### config.mk
export PLATFORM = sky130hd
export DESIGN_NAME = mstat_counters
export DESIGN_NICKNAME = d
export VERILOG_FILES = /design/src/mstat_pkg.sv /design/src/mstat_counters.sv /design/src/mstat_counter.sv
export SDC_FILE = /design/constraint.sdc
export NUM_CORES = 1
export LEC_CHECK = 0
export ABC_AREA = 0
export BUFFER_PORTS_ARGS = -buffer_cell sky130_fd_sc_hd__buf_2
export CORE_AREA = 2 2 247 176
export CTS_BUF_LIST = sky130_fd_sc_hd__clkbuf_8
export DETAILED_ROUTE_END_ITERATION = 12
export DIE_AREA = 0 0 249 178
export HOLD_SLACK_MARGIN = 0.03
export PLACE_DENSITY = 0.64
export SLEW_MARGIN = 20
export SYNTH_ARGS = -nofsm -noshare
export SYNTH_HDL_FRONTEND = slang
export SYNTH_HIERARCHICAL = 1
export SYNTH_SLANG_ARGS = --single-unit
### constraint.sdc
create_clock -name clk_sys_in -period 3.03 [get_ports clk_sys_in]
set_input_delay 0 -clock clk_sys_in [delete_from_list [all_inputs] [get_ports clk_sys_in]]
set_output_delay 0 -clock clk_sys_in [all_outputs]
set_load 0.05 [all_outputs]
### src/mstat_pkg.sv
// constants shared by the mac statistics counter block
package mstat_pkg;
  // ==========================================================
  // bus and datapath widths
  localparam int unsigned ADDR_W = 12;
  localparam int unsigned DATA_W = 32;
  localparam int unsigned WORD_W = 32;
  localparam int unsigned LEN_W = 16;
  localparam int unsigned NUM_CNT = 4;
  localparam int unsigned IRQ_W = 5;
  // ==========================================================
  // register map
  localparam logic [ADDR_W-1:0] ADDR_RX_BYTE_LO = 12'h200;
  localparam logic [ADDR_W-1:0] ADDR_RX_BYTE_HI = 12'h204;
  localparam logic [ADDR_W-1:0] ADDR_TX_BYTE_LO = 12'h208;
  localparam logic [ADDR_W-1:0] ADDR_TX_BYTE_HI = 12'h20c;
  localparam logic [ADDR_W-1:0] ADDR_SHORT_GOOD_LO = 12'h210;
  localparam logic [ADDR_W-1:0] ADDR_SHORT_GOOD_HI = 12'h214;
  localparam logic [ADDR_W-1:0] ADDR_SHORT_BAD_LO = 12'h218;
  localparam logic [ADDR_W-1:0] ADDR_SHORT_BAD_HI = 12'h21c;
  localparam logic [ADDR_W-1:0] ADDR_IRQ_STATUS = 12'h370;
  localparam logic [ADDR_W-1:0] ADDR_IRQ_MASK = 12'h374;
  // ==========================================================
  // address fields of the counter page
  localparam int unsigned PAGE_LSB = 5;
  localparam logic [ADDR_W-PAGE_LSB-1:0] STAT_PAGE = 7'h10;
  localparam int unsigned IDX_MSB = 4;
  localparam int unsigned IDX_LSB = 3;
  localparam int unsigned HALF_BIT = 2;
  localparam logic [1:0] ALIGN_OK = 2'h0;
  // ==========================================================
  // counter indices and interrupt bits
  localparam logic [1:0] IDX_RX_BYTES = 2'h0;
  localparam logic [1:0] IDX_TX_BYTES = 2'h1;
  localparam logic [1:0] IDX_SHORT_GOOD = 2'h2;
  localparam logic [1:0] IDX_SHORT_BAD = 2'h3;
  localparam int unsigned IRQ_ORDER_BIT = 4;
  localparam logic [IRQ_W-1:0] IRQ_STATUS_RST = 5'h00;
  localparam logic [IRQ_W-1:0] IRQ_MASK_RST = 5'h00;
  // ==========================================================
  // frame figures
  localparam logic [LEN_W-1:0] MIN_FRAME_LEN = 16'h0040;
  localparam logic [LEN_W-1:0] ONE_EVENT = 16'h0001;
  // ==========================================================
  // bus answer state
  typedef enum logic {
    BUS_IDLE = 1'b0,
    BUS_READY = 1'b1
  } mstat_bus_e;
endpackage : mstat_pkg

### src/mstat_counters.sv
// mac statistics counters with apb register access
// ============================================================
// Functional notes
// RULE1: counter width is a build parameter, 32 or 64, default 64.
// RULE2: a 64-bit counter is read as two 32-bit words.
// RULE3: reading a lower word snapshots that counter's upper 32 bits.
// RULE4: upper word read after lower returns the snapshot, not live bits.
// RULE5: upper read of a different counter than snapshotted answers an error.
// RULE6: received bytes counter at 0x200 adds each received frame length.
// RULE7: transmitted bytes counter at 0x208 adds each transmitted frame length.
// RULE8: undersize counter at 0x210 counts short frames with good check sequence.
// RULE9: fragment counter at 0x218 counts short frames with bad check sequence.
// RULE10: lower word at base, upper at base plus four, only when 64-bit.
// RULE11: counters clear on reset and wrap to zero past their maximum.
`timescale 1ns/1ns
module mstat_counters #(
  parameter int unsigned CNT_WIDTH = 64
) (
  input wire logic clk_sys_in,
  input wire logic nrst_in,
  input wire logic clk_en_in,
  input wire logic psel_in,
  input wire logic penable_in,
  input wire logic pwrite_in,
  input wire logic [mstat_pkg::ADDR_W-1:0] paddr_in,
  input wire logic [mstat_pkg::DATA_W-1:0] pwdata_in,
  input wire logic [3:0] pstrb_in,
  output logic [mstat_pkg::DATA_W-1:0] prdata_out,
  output logic pready_out,
  output logic pslverr_out,
  output logic irq_out,
  input wire logic rx_frame_valid_in,
  input wire logic [mstat_pkg::LEN_W-1:0] rx_frame_len_in,
  input wire logic rx_fcs_ok_in,
  input wire logic rx_frame_err_in,
  input wire logic tx_frame_valid_in,
  input wire logic [mstat_pkg::LEN_W-1:0] tx_frame_len_in
);
  import mstat_pkg::*;

  // RULE1: upper words exist only in the wide build
  localparam bit HAS_UPPER = (CNT_WIDTH > WORD_W);

  // ==========================================================
  // declarations
  logic [NUM_CNT-1:0] inc_valid;
  logic [LEN_W-1:0] inc_amount [NUM_CNT];
  logic [NUM_CNT-1:0] wrap;
  logic [CNT_WIDTH-1:0] cnt [NUM_CNT];
  logic [WORD_W-1:0] cnt_lo [NUM_CNT];
  logic [WORD_W-1:0] cnt_hi [NUM_CNT];
  logic rx_short;
  logic short_good;
  logic short_bad;
  logic [1:0] a_idx;
  logic a_aligned;
  logic a_in_page;
  logic a_lo_rd;
  logic a_hi_rd;
  logic a_status;
  logic a_mask;
  logic snap_hit;
  logic [WORD_W-1:0] hi_sel;
  logic bus_take;
  logic bus_done;
  logic order_err_evt;
  logic [DATA_W-1:0] rd_data_next;
  logic rd_err_next;
  logic [IRQ_W-1:0] w1c;
  mstat_bus_e bus_state_reg;
  logic [DATA_W-1:0] prdata_reg;
  logic pslverr_reg;
  logic [WORD_W-1:0] snap_reg;
  logic [1:0] snap_idx_reg;
  logic snap_valid_reg;
  logic [IRQ_W-1:0] status_reg;
  logic [IRQ_W-1:0] mask_reg;

  // ==========================================================
  // frame classification
  assign rx_short = rx_frame_len_in < MIN_FRAME_LEN;
  // RULE8: short, good check sequence, no other fault
  assign short_good = rx_frame_valid_in & rx_short & rx_fcs_ok_in & ~rx_frame_err_in;
  // RULE9: short with a bad check sequence
  assign short_bad = rx_frame_valid_in & rx_short & ~rx_fcs_ok_in;

  always_comb begin
    // RULE6: received length covers address through check sequence
    inc_valid[IDX_RX_BYTES] = rx_frame_valid_in;
    inc_amount[IDX_RX_BYTES] = rx_frame_len_in;
    // RULE7: transmitted length likewise
    inc_valid[IDX_TX_BYTES] = tx_frame_valid_in;
    inc_amount[IDX_TX_BYTES] = tx_frame_len_in;
    inc_valid[IDX_SHORT_GOOD] = short_good;
    inc_amount[IDX_SHORT_GOOD] = ONE_EVENT;
    inc_valid[IDX_SHORT_BAD] = short_bad;
    inc_amount[IDX_SHORT_BAD] = ONE_EVENT;
  end

  // ==========================================================
  // counters
  for (genvar i = 0; i < NUM_CNT; i++) begin : g_cnt
    // RULE11: reset to zero, wrap past maximum
    mstat_counter #(
      .W(CNT_WIDTH)
    ) u_cnt (
      .clk_sys_in(clk_sys_in),
      .nrst_in(nrst_in),
      .clk_en_in(clk_en_in),
      .inc_valid_in(inc_valid[i]),
      .inc_amount_in(inc_amount[i]),
      .count_out(cnt[i]),
      .wrap_out(wrap[i])
    );
    assign cnt_lo[i] = cnt[i][WORD_W-1:0];
    // RULE2: wide counter split into two words
    if (HAS_UPPER) begin : g_hi
      assign cnt_hi[i] = cnt[i][CNT_WIDTH-1:WORD_W];
    end else begin : g_nohi
      assign cnt_hi[i] = '0;
    end
  end

  // ==========================================================
  // address decode
  assign a_idx = paddr_in[IDX_MSB:IDX_LSB];
  assign a_aligned = paddr_in[HALF_BIT-1:0] == ALIGN_OK;
  assign a_in_page = a_aligned & (paddr_in[ADDR_W-1:PAGE_LSB] == STAT_PAGE);
  // RULE10: lower word at base, upper at base plus four
  assign a_lo_rd = a_in_page & ~paddr_in[HALF_BIT];
  assign a_hi_rd = a_in_page & paddr_in[HALF_BIT] & HAS_UPPER;
  assign a_status = paddr_in == ADDR_IRQ_STATUS;
  assign a_mask = paddr_in == ADDR_IRQ_MASK;
  assign snap_hit = snap_valid_reg & (snap_idx_reg == a_idx);
  assign hi_sel = cnt_hi[a_idx];

  // request is latched once, answered one cycle later
  assign bus_take = clk_en_in & psel_in & (bus_state_reg == BUS_IDLE);
  assign pready_out = clk_en_in & psel_in & penable_in & (bus_state_reg == BUS_READY);
  assign bus_done = pready_out;
  assign prdata_out = prdata_reg;
  assign pslverr_out = pslverr_reg & pready_out;

  always_comb begin
    rd_data_next = '0;
    rd_err_next = 1'b0;
    if (pwrite_in) begin
      // counters are read only; only the interrupt pair takes writes
      rd_err_next = ~(a_status | a_mask);
    end else if (a_lo_rd) begin
      rd_data_next = cnt_lo[a_idx];
    end else if (a_hi_rd) begin
      // RULE4: upper read returns the sampled value
      if (snap_hit) begin
        rd_data_next = snap_reg;
      end else begin
        // RULE5: mismatched upper read answers an error
        rd_err_next = 1'b1;
      end
    end else if (a_status) begin
      rd_data_next = {{(DATA_W - IRQ_W){1'b0}}, status_reg};
    end else if (a_mask) begin
      rd_data_next = {{(DATA_W - IRQ_W){1'b0}}, mask_reg};
    end else begin
      rd_err_next = 1'b1;
    end
  end

  // ==========================================================
  // bus answer
  always_ff @(posedge clk_sys_in or negedge nrst_in) begin
    if (!nrst_in) begin
      bus_state_reg <= BUS_IDLE;
      prdata_reg <= '0;
      pslverr_reg <= 1'b0;
    end else if (clk_en_in) begin
      case (bus_state_reg)
        BUS_IDLE: begin
          if (bus_take) begin
            prdata_reg <= rd_data_next;
            pslverr_reg <= rd_err_next;
            bus_state_reg <= BUS_READY;
          end
        end
        BUS_READY: begin
          if (bus_done) begin
            bus_state_reg <= BUS_IDLE;
          end
        end
        default: begin
          bus_state_reg <= BUS_IDLE;
        end
      endcase
    end
  end

  // ==========================================================
  // upper word snapshot
  always_ff @(posedge clk_sys_in or negedge nrst_in) begin
    if (!nrst_in) begin
      snap_reg <= '0;
      snap_idx_reg <= '0;
      snap_valid_reg <= 1'b0;
    end else if (clk_en_in) begin
      // RULE3: sample upper bits in the same edge as the lower word
      if (bus_take && !pwrite_in && a_lo_rd) begin
        snap_reg <= hi_sel;
        snap_idx_reg <= a_idx;
        snap_valid_reg <= 1'b1;
      end
    end
  end

  // ==========================================================
  // interrupts
  assign order_err_evt = bus_take & ~pwrite_in & a_hi_rd & ~snap_hit;
  assign w1c = (bus_done && pwrite_in && a_status && pstrb_in[0]) ?
    pwdata_in[IRQ_W-1:0] : '0;

  always_ff @(posedge clk_sys_in or negedge nrst_in) begin
    if (!nrst_in) begin
      status_reg <= IRQ_STATUS_RST;
    end else if (clk_en_in) begin
      // a new event wins over a clear in the same cycle
      status_reg <= (status_reg & ~w1c) | {order_err_evt, wrap};
    end
  end

  always_ff @(posedge clk_sys_in or negedge nrst_in) begin
    if (!nrst_in) begin
      mask_reg <= IRQ_MASK_RST;
    end else if (clk_en_in && bus_done && pwrite_in && a_mask && pstrb_in[0]) begin
      mask_reg <= pwdata_in[IRQ_W-1:0];
    end
  end

  assign irq_out = |(status_reg & mask_reg);
endmodule : mstat_counters

### src/mstat_counter.sv
// one wrapping statistics counter with a wrap strobe
`timescale 1ns/1ns
module mstat_counter #(
  parameter int unsigned W = 64
) (
  input wire logic clk_sys_in,
  input wire logic nrst_in,
  input wire logic clk_en_in,
  input wire logic inc_valid_in,
  input wire logic [mstat_pkg::LEN_W-1:0] inc_amount_in,
  output logic [W-1:0] count_out,
  output logic wrap_out
);
  import mstat_pkg::*;

  logic [W-1:0] count_reg;
  logic [W:0] sum;

  assign sum = {1'b0, count_reg} + {{(W + 1 - LEN_W){1'b0}}, inc_amount_in};
  // carry out of the top bit marks the wrap
  assign wrap_out = inc_valid_in & sum[W];
  assign count_out = count_reg;

  // ==========================================================
  // count
  always_ff @(posedge clk_sys_in or negedge nrst_in) begin
    if (!nrst_in) begin
      count_reg <= '0;
    end else if (clk_en_in && inc_valid_in) begin
      count_reg <= sum[W-1:0];
    end
  end
endmodule : mstat_counter

Word level (Yosys, flattened, before mapping)
Cells that the tools add are included.
{"block": "classes", "addsub": 4, "magnitude_cmp": 2, "eq_ne": 4, "mux": 22, "n_bitwise": 33, "n_reduce_logical": 18}
{"cell": "32-bit two-way mux", "n": 8}
{"cell": "64-bit by 1-bit adder with 65-bit output (second input constant)", "n": 2}
{"cell": "64-bit by 16-bit adder with 65-bit output", "n": 2}
{"cell": "32-bit binary-select mux with 2-bit select", "n": 2}
{"cell": "12-bit by 10-bit == test with 1-bit output (second input constant)", "n": 2}
{"cell": "1-bit AND", "n": 20}
{"cell": "16-bit by 7-bit < comparator with 1-bit output (second input constant)", "n": 1}
{"cell": "5-bit two-way mux", "n": 3}
{"cell": "1-bit logical AND", "n": 13}
{"cell": "5-bit AND", "n": 2}
{"cell": "1-bit two-way mux", "n": 8}
{"cell": "7-bit by 5-bit == test with 1-bit output (second input constant)", "n": 1}
{"cell": "1-bit inverter", "n": 7}
{"cell": "5-bit inverter", "n": 1}
{"cell": "5-bit OR", "n": 1}
{"cell": "5-bit OR reduction", "n": 1}
{"cell": "3-bit >= comparator (second input constant)", "n": 1}
{"cell": "2-bit inverter with 3-bit output", "n": 1}
{"cell": "3-bit AND reduction", "n": 1}
{"cell": "2-bit == test", "n": 1}
{"cell": "2-bit logical NOT", "n": 1}
{"cell": "1-bit case mux with 2 select lines", "n": 1}
{"cell": "2-bit AND reduction", "n": 1}
{"cell": "1-bit logical NOT", "n": 1}
{"cell": "1-bit OR", "n": 1}
{"block": "word_totals", "regBits": 335, "input_bits": 90, "out_inout_bits": 35, "elab_cells": 95}

Depth between registers and ports, before layout
{"block": "depth", "word_depth": 10, "depth_mapped": 11, "mapped_depth_nobuf": 9}

Hierarchy
Netlist, hierarchy kept.
{"mod": "mstat_counter at g_cnt[1].u_cnt ...", "n_inst": 2, "cells_each": 410, "area_per_inst_um2": 4010.1, "seq_area_each_um2": 1601.5}
{"mod": "mstat_counter at g_cnt[0].u_cnt ...", "n_inst": 2, "cells_each": 394, "area_per_inst_um2": 3792.4, "seq_area_each_um2": 1601.5}
{"mod": "mstat_counters", "n_inst": 1, "cells_each": 386, "area_per_inst_um2": 5167.5, "seq_area_each_um2": 1976.9}

Worst setup path after synthesis
No wires, ideal clock.
{"block": "synth_timing", "path_kind": "flip-flop to flip-flop", "from": "register g_cnt[0].u_cnt.count_reg[0]", "to": "register g_cnt[0].u_cnt.count_reg[58]", "setup_time_ns": 0.138, "arrival_ns": 2.363, "t_required_ns": 2.892, "setup_slack_ns": 0.529, "path_stages_with_launch": 10, "path_buffers": 1, "period_less_slack_ns": 2.501, "cell_sequence": "dfrtp_1 -> ha_1 -> fa_1 -> a21o_1 -> a221oi_1 -> a221oi_1 -> o211ai_1 -> buf_2 -> nor4_1 -> xor2_1"}
{"block": "synth_via", "elab_chain_cells": 1}
{"element": "start, declared", "line_no": "mstat_counter.sv:16", "text": "logic [W-1:0] count_reg;"}
{"element": "start signal, assigned", "line_no": "mstat_counter.sv:30", "text": "count_reg <= sum[W-1:0];"}
{"element": "64-bit by 16-bit adder with 65-bit output", "line_no": "mstat_counter.sv:19", "text": "assign sum = {1'b0, count_reg} + {{(W + 1 - LEN_W){1'b0}}, inc_amount_in};"}
No other way between the ends.
A chain may end at the register's enable or synchronous reset.

Worst setup path after layout
{"block": "layout_timing", "from": "input paddr_in[1] in the netlist's numbering", "to": "register pslverr_reg"}
{"block": "layout_via", "elab_chain_cells": 6, "word_cells_on_any_way": 13, "classes_between": "eq/ne: 2; mux: 5; bitwise: 5; reduce/logical: 1"}
{"element": "start, declared", "line_no": "mstat_counters.sv:25", "text": "input wire logic [mstat_pkg::ADDR_W-1:0] paddr_in,"}
{"element": "12-bit by 10-bit == test with 1-bit output or 2-bit logical NOT (tied branches)", "line_no": "mstat_counters.sv:133, mstat_counters.sv:127"}
{"element": "1-bit two-way mux or 1-bit AND (tied branches)", "line_no": "mstat_counters.sv:162, mstat_counters.sv:128"}
{"element": "1-bit two-way mux or 1-bit AND (tied branches)", "line_no": "mstat_counters.sv:160, mstat_counters.sv:131"}
{"element": "1-bit two-way mux", "line_no": "mstat_counters.sv:152", "text": "end else if (a_hi_rd) begin"}
{"element": "1-bit two-way mux", "line_no": "mstat_counters.sv:150", "text": "end else if (a_lo_rd) begin"}
{"element": "1-bit two-way mux (*)", "line_no": "mstat_counters.sv:147", "text": "if (pwrite_in) begin"}
{"element": "end signal, assigned", "line_no": "mstat_counters.sv:181", "text": "pslverr_reg <= rd_err_next;"}
{"element": "end, declared", "line_no": "mstat_counters.sv:72", "text": "logic pslverr_reg;"}
Mark *: on every way between the ends. The rest lies on a longest branch, timed or not.

==> flow_summary.yaml <==
flow_run:
  max_cap_violations: 0
cts:
  cts-root-buf: "clkbuf_8"
  cts_setup_buffers: 0
  clock_path_buffers: 3
  insertion_delay_ps: 640
  clkTransAtPathRegs_ps: 60
  cts_sinks: 335
  cts_inserted_buffers: 56
  cts_tree: "done"
  htreeDepth: 2
die:
  die_y_um: 178
  die_x_um: 249
  core_area_um2: 41900
  initial_utilization: 0.496
  num_rows: 63
  num_io_pins: 125
  dieArea_um2: 44300
yosys:
  ys_seq_area_frac: 0.404
  synth-edff-count: 0
  async_reset_ff_frac: 1.00
  synth_cell_types: 92
  synth_cells: 1994
  synth_area_um2: 20800
  ys_ff_latch: 335
  ys.flop_type: "dfrtp_1"
  yosys_warnings: 6
  syn_area_per_cell_um2: 10.4
timing:
  tightest_slew_ps: 827
  slew_headroom: 0.444
  fmax_ghz: 0.350
  rsz0062_at_grt: "no"
  tns_ps: 0
  clock_skew_ps: 27.6
  finalSetupViolCount: 0
  slew_viol_final: 0
  finalCriticalPeriod_ps: 2860
  hold_viol: 0
  period_share: 0.943
place:
  io_buffers: 94
  hpwl_um: 49800
  gp_congestion: 0.938
route:
  wl_per_cell_um: 24.0
  routed_wl_um: 66900
  firstDrtPassIters: 5
  num_vias: 17051
  vias_per_cell: 6.10
  drtIter0Drc: 1994
  route.detailed.drc: 0
  final_antenna_net_count: 0
status:
  status: "complete, no violations"
finish:
  drive_gt1_frac: 0.192
  final_common_cell: "dfrtp_1"
  final_cell_mix: "335 x dfrtp_1, 232 x nand2_1, 166 x xor2_1"
  syn_to_final_growth_pct: 15.0
  final_util: 0.571
  largest_register_ffs: 256
  diodes: 0
  layout.nets: 2357
global_routing:
  grt.overflow.total: 0
  grt_usage: 0.302
  grt_pass1_vias: 16434
  antenna_found_initial: 4
  grt_max_degree: 94
  grt_pass1_wl_um: 101000
power_and_ir_drop:
  power.density_nw_per_um2: 524
  p_leak_nw: 11.1
  peakVddDrop_v: 0.000304
critical_path:
  required_ps: 3540
  cp.arrival_ps: 3370
  critPathLaunchType: "input port"
  reg2reg_depth: 9
  reg2reg_slack_ps: 190
  cp-end-kind: "register"
  critPathLaunch: "paddr_in[1]"
  r2r_start: "g_cnt[1].u_cnt/count_out[0]"
  worstPathMaxFanout: 4
  criticalPathCategory: "input port to register"
  rr_endpoint: "status_reg[1]"
worst_hold_path:
  holdCritPathClass: "input port to asynchronous set/reset pin"
## worst max-delay path: stages
cell	delay, ps
dlygate4sd3_1	540
buf_2	120
or4b_4	580
dlygate4sd3_1	600
nor2_1	170
dlygate4sd3_1	570
nand2_1	50
o22a_1	180
dlygate4sd3_1	550
## final cells by class
type / instances / area (um2)
Clock inverter: 28 / 148
Tap cell: 552 / 691
Timing Repair Buffer: 213 / 1640
Fill cell: 3597 / 18000
Sequential cell: 335 / 8380
Multi-Input combinational cell: 1564 / 11900
Clock buffer: 72 / 991
Inverter: 29 / 109
## per-layer routing
metal	part of all wire	GRT usage	up-vias
li1	-	-	7741
met5	0.00027	0	-
met3	0.11	0.0943	89
met2	0.40	0.419	704
met4	0.015	0.0566	2
met1	0.48	0.462	8515
## worst max path at each step
stage                                        end  slack [ps]  cells after the start
global route        g_cnt[2].u_cnt/count_out[63]          30                     12
global placement                   status_reg[1]         250                      9
CTS                 g_cnt[0].u_cnt/count_out[48]         190                      8
finish                               pslverr_reg         170                      9
floorplan           g_cnt[0].u_cnt/count_out[58]         530                      9
detailed placement  g_cnt[3].u_cnt/count_out[63]         220                     10
## repair_timing
action,CTS,global route
resized for setup,0,1
endpoints found under the setup margin,0,1
hold buffers,69,0
endpoints found under the hold margin,412,0
## through the flow
step	setup WS, ps	std cells	total power, mW	hold WS (ps)	instance area [um2]
floorplan	529	2026	7.24	-296	20900
global placement	249	2624	8.17	8.09	22000
detailed placement	221	2624	8.20	8.91	22000
CTS	192	2793	12.5	31.3	23900
global route	32.3	2793	13.1	53.5	23900
finish	171	2793	12.5	51.1	23900
## Yosys cell counts (7+ instances only)
library cell / n / area (um2)
clkbuf_1: 47 / 176
nor3b_1: 9 / 67.6
a221oi_1: 11 / 96.3
o21bai_1: 8 / 60.1
nor4_2: 20 / 250
buf_4: 9 / 67.6
nor2_1: 80 / 300
or2_2: 8 / 50.1
dfrtp_1: 335 / 8380
mux2i_1: 27 / 270
o21ai_1: 8 / 40.0
nor4_4: 11 / 234
inv_1: 29 / 109
or3_1: 17 / 106
xor2_1: 166 / 1450
a211oi_1: 8 / 60.1
nand3_1: 91 / 455
nand4_1: 58 / 363
nand2_1: 232 / 871
and4_1: 19 / 166
nor4_1: 37 / 231
mux2_2: 44 / 495
o21ai_0: 101 / 505
and2_1: 13 / 81.3
nor4b_1: 7 / 61.3
o31ai_1: 10 / 75.1
buf_2: 28 / 140
xnor2_1: 80 / 701
mux4_2: 64 / 1440
nor3_1: 73 / 365
ha_1: 64 / 801
and3_1: 26 / 163
a21o_1: 33 / 248
a21oi_1: 62 / 310
buf_6: 8 / 90.1
## logic make-up after synthesis
kind of cell,after synthesis,synth area share
adders and majority gates,68,0.0424
muxes,135,0.106
other,2,0.000362
and+or+nand+nor,761,0.212
buffers and inverters,127,0.0293
xor gates and xnor gates,246,0.104
AOI/OAI and AO/OA,320,0.102
DFF,335,0.404
## report_power, final
group          internal [mW]  leakage (nW)  switching (mW)
combinational           1.29          5.97            1.92
sequential              4.73          4.51           0.417
clock                   2.20         0.655            1.96
total                   8.22          11.1            4.29
Note: power is estimated with default switching activity, not from simulation.
